`src/design/lit_mul_pkg.sv`:
```
/*
 * Constants for the literal/move/multiply decode and execute block.
 * Assumes a core clock where one instruction cycle is four quarter-cycles.
 */
// Behaviour
// - Literal load writes accumulator, flags untouched
// - Store copies accumulator to addressed file register
// - Eight-bit file address spans one bank
// - Access bit zero selects access bank
// - Access bit one uses bank select register
// - Extended set, access bank, low address: indexed
// - Literal multiply writes unsigned product high/low
// - Literal multiply keeps accumulator and flags
// - Multiply raises no overflow, carry or zero
// - File multiply forms product, operands unchanged
package lit_mul_pkg;
    localparam logic [7:0] OP_LOAD_LIT = 8'h0e;
    localparam logic [7:0] OP_MUL_LIT = 8'h0d;
    localparam logic [6:0] OP_STORE_FILE = 7'h37;
    localparam logic [6:0] OP_MUL_FILE = 7'h01;
    localparam logic [7:0] INDEXED_MAX = 8'h5f;
    localparam logic [7:0] ACCESS_SPLIT = 8'h60;
    localparam logic [3:0] ACCESS_HI_BANK = 4'hf;
    localparam logic [3:0] ACCESS_LO_BANK = 4'h0;
    localparam int ADDR_W = 12;
    localparam int SP_ACCESS_A = 0;
    typedef enum logic [1:0] {Q1, Q2, Q3, Q4} quarter_t;
    typedef enum logic [1:0] {K_NONE, K_LOAD, K_STORE, K_MUL} kind_t;
endpackage : lit_mul_pkg

```
`src/design/literal_move_multiply_exec.sv`:
```
/*
 * Decode and execute of literal load, accumulator store and the two multiplies.
 * Assumes program memory holds instr_in stable through Q1, while fetch_out is high,
 * and that the data memory returns file_rdata_in during the same Q2 in which
 * file_addr_out is presented.
 * One instruction takes four clocks, one per quarter:
 *   Q1 decode and address resolution, Q2 file read,
 *   Q3 product and store data, Q4 result write.
 * Status flags live elsewhere; nothing here touches them.
 * Unknown opcodes pass through one instruction cycle as no-ops.
 */
`timescale 1ns/1ns
module literal_move_multiply_exec #(
    parameter int DATA_W = 8
) (
    input wire logic mclk_in,
    input wire logic nrst_in,
    input wire logic [15:0] instr_in,
    input wire logic ext_set_en_in,
    input wire logic [3:0] bank_select_reg_in,
    input wire logic [11:0] index_base_in,
    input wire logic [DATA_W-1:0] file_rdata_in,
    output logic fetch_out,
    output logic [11:0] file_addr_out,
    output logic file_rd_out,
    output logic file_wr_out,
    output logic [DATA_W-1:0] file_wdata_out,
    output logic [DATA_W-1:0] working_accumulator_out,
    output logic [DATA_W-1:0] product_high_byte_out,
    output logic [DATA_W-1:0] product_low_byte_out
);
    // -------------------------------------------------------------------
    // State
    // -------------------------------------------------------------------
    // All state of the block, registered as one word
    typedef struct packed {
        lit_mul_pkg::quarter_t q;
        lit_mul_pkg::kind_t kind;
        logic [lit_mul_pkg::ADDR_W-1:0] addr;
        logic [DATA_W-1:0] opnd;
        logic [2*DATA_W-1:0] prod;
        logic [DATA_W-1:0] acc;
        logic [DATA_W-1:0] ph;
        logic [DATA_W-1:0] pl;
        logic rd;
        logic wr;
        logic [DATA_W-1:0] wdata;
    } state_t;

    state_t cur;
    state_t next_cur;

    // -------------------------------------------------------------------
    // Address resolution
    // -------------------------------------------------------------------
    // True when an access-bank operand falls in the indexed window
    function automatic logic in_indexed_window(input logic a, input logic ext, input logic [7:0] f);
        logic hit;
        hit = 1'b0;
        if (!a && ext && (f <= lit_mul_pkg::INDEXED_MAX)) begin
            hit = 1'b1;
        end
        return hit;
    endfunction : in_indexed_window

    // Indexed literal offset address: base plus the 8-bit offset
    function automatic logic [11:0] indexed_addr(input logic [11:0] base, input logic [7:0] f);
        logic [11:0] r;
        r = 12'(base + {4'h0, f});
        return r;
    endfunction : indexed_addr

    // Access bank: bank zero below the split, top bank from the split up
    function automatic logic [11:0] access_addr(input logic [7:0] f);
        logic [11:0] r;
        if (f < lit_mul_pkg::ACCESS_SPLIT) begin
            r = {lit_mul_pkg::ACCESS_LO_BANK, f};
        end else begin
            r = {lit_mul_pkg::ACCESS_HI_BANK, f};
        end
        return r;
    endfunction : access_addr

    // Banked access: the bank number supplies the upper address bits
    function automatic logic [11:0] banked_addr(input logic [3:0] bank, input logic [7:0] f);
        logic [11:0] r;
        r = {bank, f};
        return r;
    endfunction : banked_addr

    // Resolves a file operand to a full data address
    function automatic logic [11:0] resolve_addr(input logic a, input logic [7:0] f,
                                                 input logic ext, input logic [3:0] bank,
                                                 input logic [11:0] base);
        logic [11:0] r;
        if (a) begin
            r = banked_addr(bank, f);
        end else if (in_indexed_window(a, ext, f)) begin
            r = indexed_addr(base, f);
        end else begin
            r = access_addr(f);
        end
        return r;
    endfunction : resolve_addr

    // -------------------------------------------------------------------
    // Opcode decode
    // -------------------------------------------------------------------
    // File multiply is the only one of these that reads a file register
    function automatic logic is_file_mul(input logic [15:0] w);
        logic hit;
        hit = (w[15:9] == lit_mul_pkg::OP_MUL_FILE);
        return hit;
    endfunction : is_file_mul

    // Maps an instruction word to the work it does
    function automatic lit_mul_pkg::kind_t decode_kind(input logic [15:0] w);
        lit_mul_pkg::kind_t k;
        k = lit_mul_pkg::K_NONE;
        if (w[15:8] == lit_mul_pkg::OP_LOAD_LIT) begin
            k = lit_mul_pkg::K_LOAD;
        end else if (w[15:8] == lit_mul_pkg::OP_MUL_LIT) begin
            k = lit_mul_pkg::K_MUL;
        end else if (w[15:9] == lit_mul_pkg::OP_STORE_FILE) begin
            k = lit_mul_pkg::K_STORE;
        end else if (is_file_mul(w)) begin
            k = lit_mul_pkg::K_MUL;
        end
        // Unknown words fall through as no-ops
        return k;
    endfunction : decode_kind

    // Unsigned full-width product; no carry, overflow or zero flag exists
    function automatic logic [2*DATA_W-1:0] full_product(input logic [DATA_W-1:0] x,
                                                         input logic [DATA_W-1:0] y);
        logic [2*DATA_W-1:0] p;
        p = (2*DATA_W)'(x) * (2*DATA_W)'(y);
        return p;
    endfunction : full_product

    // -------------------------------------------------------------------
    // Quarter-cycle sequencing
    // -------------------------------------------------------------------
    always_comb begin
        next_cur = cur;
        next_cur.rd = 1'b0;
        next_cur.wr = 1'b0;
        case (cur.q)
            // Decode the word and resolve its file address
            lit_mul_pkg::Q1: begin
                next_cur.q = lit_mul_pkg::Q2;
                next_cur.opnd = instr_in[7:0];
                next_cur.addr = resolve_addr(instr_in[8], instr_in[7:0], ext_set_en_in,
                                             bank_select_reg_in, index_base_in);
                next_cur.kind = decode_kind(instr_in);
                next_cur.rd = is_file_mul(instr_in);
            end
            // Capture the file operand; literals keep the value taken in Q1
            lit_mul_pkg::Q2: begin
                next_cur.q = lit_mul_pkg::Q3;
                if (cur.rd) begin
                    next_cur.opnd = file_rdata_in;
                end
            end
            // Form the product and present the store data
            lit_mul_pkg::Q3: begin
                next_cur.q = lit_mul_pkg::Q4;
                next_cur.prod = full_product(cur.acc, cur.opnd);
                if (cur.kind == lit_mul_pkg::K_STORE) begin
                    next_cur.wr = 1'b1;
                    next_cur.wdata = cur.acc;
                end
            end
            // Write back and return to decode
            lit_mul_pkg::Q4: begin
                next_cur.q = lit_mul_pkg::Q1;
                case (cur.kind)
                    lit_mul_pkg::K_LOAD: begin
                        next_cur.acc = cur.opnd;
                    end
                    lit_mul_pkg::K_MUL: begin
                        next_cur.ph = cur.prod[2*DATA_W-1:DATA_W];
                        next_cur.pl = cur.prod[DATA_W-1:0];
                    end
                    default: begin
                        // Store and no-op leave the results alone
                    end
                endcase
            end
            default: begin
                next_cur.q = lit_mul_pkg::Q1;
            end
        endcase
    end

    // -------------------------------------------------------------------
    // Registers
    // -------------------------------------------------------------------
    // Synchronous reset puts the sequencer in Q1 with all results zero
    always_ff @(posedge mclk_in) begin
        if (!nrst_in) begin
            cur <= '0;
        end else begin
            cur <= next_cur;
        end
    end

    // -------------------------------------------------------------------
    // Outputs
    // -------------------------------------------------------------------
    // Every output but fetch_out is a plain view of a registered field; fetch_out decodes Q1 from cur.q
    assign fetch_out = (cur.q == lit_mul_pkg::Q1);
    assign file_addr_out = cur.addr;
    assign file_rd_out = cur.rd;
    assign file_wr_out = cur.wr;
    assign file_wdata_out = cur.wdata;
    assign working_accumulator_out = cur.acc;
    assign product_high_byte_out = cur.ph;
    assign product_low_byte_out = cur.pl;
endmodule : literal_move_multiply_exec

```
`config.mk`:
```
export PLATFORM = sky130hd
export DESIGN_NAME = literal_move_multiply_exec
export DESIGN_NICKNAME = d
export VERILOG_FILES = /design/src/design/lit_mul_pkg.sv /design/src/design/literal_move_multiply_exec.sv
export SDC_FILE = /design/constraint.sdc
export NUM_CORES = 1
export LEC_CHECK = 0
export ABC_AREA = 1
export BUFFER_PORTS_ARGS = -buffer_cell sky130_fd_sc_hd__buf_4
export CAP_MARGIN = 20
export CORE_MARGIN = 3
export CORE_UTILIZATION = 50
export DETAILED_ROUTE_END_ITERATION = 6
export PLACE_DENSITY_LB_ADDON = 0.15
export SLEW_MARGIN = 10
export SYNTH_ARGS = -nofsm -noshare
export SYNTH_HDL_FRONTEND = slang
export SYNTH_SLANG_ARGS = --single-unit
```
`constraint.sdc`:
```
create_clock -name mclk_in -period 5.2 [get_ports mclk_in]
set_input_delay 0.78 -clock mclk_in [delete_from_list [all_inputs] [get_ports mclk_in]]
set_output_delay 0.78 -clock mclk_in [all_outputs]
set_load 0.1 [all_outputs]
```
==> out/results.ini, run 1 <==
[run_status]
status=completed

[die]
die_h_um=116
core_mm2=0.0117
die_x_um=116
ios=90
num_rows=39
start_util=0.522
die_area_mm2=0.0135

[routing]
drc=0
drt_iter0_drc=262
vias_per_cell=5.05
drt_wl_total_mm=14.3
firstDrtPassIters=4
num_vias=5296
antenna_left=0
wl_per_cell_um=13.6

[critical_path]
critPathMaxStageDelay_ns=0.56
critPathTopFamily=adder cells
start_kind=flop
path_max_fanout=11
endpoint_kind=flop
critical_path_arrival_ns=4.45
slowest_stage=fa_1
cp_num_buf_inv=4
worstSetupPathType=reg2reg
worstPathCellList=nand2_1 -> fa_1 -> fa_1 -> inv_1 -> fa_1 -> inv_1 -> fa_1 -> inv_1 -> ha_1 -> nand2_1 -> nand2_1 -> nand2_1 -> nand2_1 -> nand2_1 -> nand3_2 -> nand2_1 -> nand2_1 -> o21ai_1 -> inv_1
crit_top_cell=nand2_1
critPathRequiredTime_ns=5.43

[layout]
final_layout_size_suffix_gt1_frac=0.141
antennaDiodeCount=0
fill_cells=1098
fin_nets=1030
multi_input_area_mm2=0.00343
area_growth_pct=12.2
layout_commonest_cell=inv_1
final-seq-area_mm2=0.00148
final_cell_mix=179 x inv_1, 151 x nand2_1, 92 x nor2_1, 92 x buf_4, 74 x dfxtp_1

[synthesis]
ys_warn_count=0
synth_area_mm2=0.00608
ys_ff_latch=74
syn-num-nets=1005
syn_area_per_cell_um2=6.94
synth_cells=877
ys_types=31
yosysSeqAreaShare=0.243

[place]
pre_cts_slack_ns=0.969
dp_hpwl_mm=11.3
gp_congestion=0.957
port_buffers=89

[power_and_ir_drop]
seq_power_share=0.353
ir_drop_uv=297
pwr_density_cell_mw_per_mm2=320
sw_frac_of_total=0.393
p_comb_frac=0.318
intPower_mw=1.32
power.clock.fraction=0.330
p_leak_nw=3.97
p_sw_mw=0.858

[timing]
setup_violations=0
clock_skew_ns=0.00999
hold_viol_final=0
max_freq_ghz=0.237
fin_tns_setup_ns=0
period_needed_ns=4.22
slew_violations=0
relSlewSlack=0.403
finalCritPeriodShare=0.811
rsz0062_at_grt=false
worst_slack_ns=0.982
tightest_slew_ns=0.896

[global_route]
grt_pass1_wl_mm=23.7
grt_max_degree=59
grt_pass1_vias=5119
grt-ovfl-total=0
grt_use_total=0.221
antenna_found_initial=0

[clocking]
insertion_delay_ns=0.34
cts_made_buffers=9
htree_levels=3
cts.sinks=74
clk_pin_slew_ns=0.06
post_cts_buffers=0
cts_resized=0
cts_hold_buf=0
cts_tree=yes
cts_root_buf=clkbuf_16
cts_buffer_depth=2

[worst_hold_path]
hold_path_class=reg2reg

[job]
max-cap-violations=0

## layout make-up
cell class | count | area share
well taps | 143 | 0.0262
flip-flops and latches | 74 | 0.217
inverters | 184 | 0.101
repair buffers | 93 | 0.103
multi-input cells | 540 | 0.502
clock buffers | 10 | 0.0350
clock inverters | 5 | 0.0150
## path summary, 6_finish.rpt
| kind | from | end | slack [ns] | cells after the start |
|---|---|---|---|---|
| setup / recovery | working_accumulator_out[0] | cur[48] | 0.98 | 19 |
| hold / removal | product_low_byte_out[4] | product_low_byte_out[4] | 0.45 | 2 |
| setup reg to reg | working_accumulator_out[0] | cur[48] | 0.98 | 19 |
| hold reg to reg | product_low_byte_out[4] | product_low_byte_out[4] | 0.45 | 2 |
## metal layers
| metal | GRT usage | up-vias | part of all wire |
|---|---|---|---|
| met5 | 0 | - | 0 |
| met4 | 0.0704 | 0 | 0.020 |
| met3 | 0.0456 | 19 | 0.054 |
| met2 | 0.379 | 130 | 0.50 |
| met1 | 0.279 | 2451 | 0.43 |
| li1 | - | 2696 | - |
## tightest hold or removal path: cells and delay by family (launching register included)
family	cells	cell delay (ns)
buffers and inverters	1	0.05
AOI/OAI and AO/OA	1	0.05
DFF	1	0.31
## cell usage after synthesis
cell type | n | area [um^2]
o21a_1 | 2 | 15.0
nand2_1 | 151 | 567
o211ai_1 | 3 | 22.5
o21ai_1 | 22 | 110
a21oi_1 | 67 | 335
nor2_1 | 92 | 345
nor3_1 | 3 | 15.0
nand3_1 | 35 | 175
a21o_1 | 1 | 7.51
xnor2_1 | 2 | 17.5
xor2_1 | 5 | 43.8
nand3_2 | 3 | 30.0
o21ai_0 | 44 | 220
clkinv_1 | 1 | 3.75
ha_1 | 48 | 601
nor2_2 | 3 | 18.8
clkbuf_1 | 25 | 93.8
nand2_2 | 4 | 25.0
a21oi_2 | 4 | 35.0
nand3b_1 | 2 | 15.0
inv_2 | 4 | 15.0
o21ai_4 | 1 | 16.3
buf_4 | 47 | 353
inv_1 | 179 | 672
a21boi_1 | 1 | 7.51
a31oi_1 | 3 | 18.8
nand4_1 | 6 | 37.5
buf_2 | 7 | 35.0
fa_1 | 37 | 741
o21bai_2 | 1 | 11.3
dfxtp_1 | 74 | 1480
## flip-flops by register name, summed over array words and instances, names as in the netlist
name,cells
file_rd_out,1
product_low_byte_out,8
file_addr_out,12
working_accumulator_out,8
product_high_byte_out,8
file_wr_out,1
file_wdata_out,8
cur,28
## power groups by stage
| stage | Sequential [mW] | Clock, mW | Combinational (mW) |
|---|---|---|---|
| after floorplan | 0.699 | 0 | 0.644 |
| after global placement | 0.773 | 0 | 0.689 |
| after detailed placement | 0.779 | 0 | 0.696 |
| after CTS | 0.768 | 0.734 | 0.700 |
| after global routing | 0.786 | 0.758 | 0.760 |
| final | 0.769 | 0.720 | 0.693 |
## through the flow
| step | utilization | std cells | power (mW) | hold WS, ns | cell area (um^2) |
|---|---|---|---|---|---|
| floorplan | - | 877 | 1.34 | 0.424 | 6080 |
| global placement | 0.555 | 1033 | 1.46 | 0.433 | 6470 |
| detailed placement | 0.555 | 1033 | 1.48 | 0.439 | 6470 |
| CTS | 0.584 | 1048 | 2.20 | 0.451 | 6810 |
| global route | 0.586 | 1049 | 2.30 | 0.466 | 6830 |
| finish | 0.586 | 1049 | 2.18 | 0.447 | 6830 |
## logic make-up after synthesis
kind of cell             synth area share
AO/OA/AOI/OAI                       0.131
AND/OR/NAND/NOR                     0.202
flip-flops                          0.243
buffers and inverters               0.193
adder cells (fa/ha/maj)             0.220
XOR/XNOR                           0.0101
(Power assumes the default switching activity.)
==> inputs of run 2 (changes only) <==
clock period = 3.39 ns   (was 5.2 ns; I/O delays follow)
==> run 2 against run 1 <==
Compared with the run above:
- sequential share of layout area down 1.4 points
- highest routed layer unchanged
- utilization up 5.8 points
- worst setup slack worse by 1.2 ns
- critical path depth unchanged
- register-to-register slack worse by 1.2 ns
- largest power group is now combinational cells
- power up 61%
- combinational power up 79%
- first-iteration DRC count down 1.5%
- routed wire length up 5.5%
- critical endpoint unchanged
- the flow now finishes with violations (setup timing)
- worst hold slack worse by 0.0030 ns
- critical path type unchanged
==> out/results.ini, run 2 (synthesized netlist as in run 1, its figures left out) <==
[run_status]
status=finished, violations left
violations=setup timing

[clocking]
cts_root_buf=clkbuf_16
insertion_delay_ns=0.33  ; about the same
cts_hold_buf=0  ; unchanged
clk_pin_slew_ns=0.06  ; about the same
cts_buffer_depth=2  ; unchanged
cts.sinks=74  ; unchanged
htree_levels=3  ; unchanged
cts_tree=yes
cts_made_buffers=9  ; unchanged

[timing]
tightest_slew_ns=0.621  ; -0.275 ns
clock_skew_ns=0.0101  ; +0.000145 ns
relSlewSlack=0.586  ; +0.183
rsz0062_at_grt=true
worst_slack_ns=-0.259  ; -1.24 ns
hold_viol_final=0  ; unchanged
slew_violations=0  ; unchanged
setup_violations=10  ; +10
period_needed_ns=3.65  ; -0.568 ns
max_freq_ghz=0.274  ; +16%
finalCritPeriodShare=1.08  ; +0.265

[layout]
final_layout_size_suffix_gt1_frac=0.252  ; +0.111
layout_commonest_cell=inv_1
final_cell_mix=168 x inv_1, 137 x nand2_1, 134 x buf_4, 88 x nor2_1, 63 x a21oi_1
fin_nets=1082  ; +5.0%
finalInstanceArea_mm2=0.00751  ; +10%
final_util=0.644  ; +0.0584
fill_cells=1053  ; -4.1%
antennaDiodeCount=0  ; unchanged
area_growth_pct=23.4
finalNonFillerCells=1102  ; +5.1%
largest_register=cur
largest_reg_flops=28  ; unchanged

[place]
dp_hpwl_mm=12.0  ; +6.1%
place_area_mm2=0.00693  ; +7.1%
port_buffers=89  ; unchanged
pre_cts_slack_ns=-0.356  ; -1.32 ns
place_inst=1079  ; +4.5%
gp_congestion=0.925  ; -3.4%

[critical_path]
reg2reg_slack_ns=-0.26  ; -1.24 ns
slowest_stage=fa_1
path_max_fanout=5  ; -6
critical_path_arrival_ns=3.87  ; -0.58 ns
crit_top_cell=nand2_1
critPathRequiredTime_ns=3.61  ; -1.82 ns
critPathTopFamily=adder cells
critPathMaxStageDelay_ns=0.52  ; -0.04 ns
worstSetupPathType=reg2reg
endpoint_kind=flop
cp_num_buf_inv=4  ; unchanged
worstPathCellList=nand2_2 -> fa_1 -> fa_1 -> inv_1 -> fa_1 -> inv_1 -> fa_1 -> inv_2 -> ha_4 -> nand2_2 -> nand2_2 -> nand2_1 -> nand2_1 -> nand2_1 -> nand3_2 -> nand2_1 -> nand2_1 -> o21ai_1 -> inv_1
start_kind=flop

[global_route]
grt_pass1_wl_mm=25.5  ; +7.3%
grt_use_total=0.237  ; +0.0162
grt_max_degree=59  ; unchanged
grt_pass1_vias=5581  ; +9.0%
antenna_found_initial=0  ; unchanged
grt-ovfl-total=0  ; unchanged

[die]
num_rows=39  ; unchanged
start_util=0.522  ; unchanged
die_h_um=116  ; unchanged
ios=90  ; unchanged
die_area_mm2=0.0135  ; unchanged
die_x_um=116  ; unchanged
core_mm2=0.0117  ; unchanged

[power_and_ir_drop]
ir_drop_uv=527  ; +78%
pwr_density_cell_mw_per_mm2=467  ; +46%
finalPower_mw=3.50  ; +61%
p_leak_nw=4.28  ; +7.6%

[routing]
num_vias=5523  ; +4.3%
vias_per_cell=5.01  ; -0.73%
drt_iter0_drc=258  ; -1.5%
antenna_left=0  ; unchanged
drt_wl_total_mm=15.1  ; +5.5%
wl_per_cell_um=13.7  ; +0.39%
firstDrtPassIters=5  ; +1
drc=0  ; unchanged

[worst_hold_path]
hold_path_class=reg2reg

[job]
max-cap-violations=0  ; unchanged

[run 2: per-layer routing]
| metal | up-vias | wire length (um) | track usage | share of wire |
|---|---|---|---|---|
| li1 | 2807 | - | - | - |
| met1 | 2564 | 6740 | 0.307 | 0.45 |
| met2 | 129 | 7390 | 0.410 | 0.49 |
| met3 | 23 | 666 | 0.0363 | 0.044 |
| met4 | 0 | 280 | 0.0712 | 0.019 |
| met5 | - | 0 | 0 | 0 |
[run 2: worst reg2reg max path, cell delays in order (launching register included)]
cell and delay [ns]:
dfxtp_4 0.40, nand2_2 0.08, fa_1 0.50, fa_1 0.52, inv_1 0.05, fa_1 0.47
inv_1 0.05, fa_1 0.49, inv_2 0.05, ha_4 0.23, nand2_2 0.06, nand2_2 0.06
nand2_1 0.05, nand2_1 0.07, nand2_1 0.08, nand3_2 0.08, nand2_1 0.08, nand2_1 0.05
o21ai_1 0.13, inv_1 0.05
[run 2: path summary, 6_finish.rpt]
kind	cells past startpoint	start	endpoint
setup / recovery	19	cur[52]	cur[48]
setup reg to reg	19	cur[52]	cur[48]
hold reg to reg	2	product_low_byte_out[3]	product_low_byte_out[3]
hold / removal	2	product_low_byte_out[3]	product_low_byte_out[3]
[run 2: what timing repair did]
item	4_1_cts	5_1_grt
resized for setup	46	20
setup endpoints to repair	10	11
pin swaps	20	10
gates cloned	0	0
buffers inserted	4	3
[run 2: where the power goes]
group / switching, mW / internal [mW] / leakage [nW]
logic: 0.853 / 0.391 / 3.49
registers: 0.144 / 1.02 / 0.612
clock network: 0.375 / 0.719 / 0.169
total: 1.37 / 2.13 / 4.28
[run 2: final cells by class]
cell class / count / area (um^2) / area share
clock buffers: 9 / 225 / 0.0300
clock inverters: 7 / 118 / 0.0157
inverters: 184 / 691 / 0.0920
multi-input cells: 540 / 3640 / 0.485
flip-flops and latches: 74 / 1530 / 0.203
well taps: 143 / 179 / 0.0238
repair buffers: 145 / 1130 / 0.151
[run 2: per-stage QoR]
stage          hold WS, ns  TNS (ns)
2_1_floorplan        0.424    -0.817
3_3_place_gp         0.435     -3.07
3_5_place_dp         0.437     -3.26
4_1_cts              0.446     -1.83
5_1_grt              0.465     -3.55
6_report             0.444     -1.88
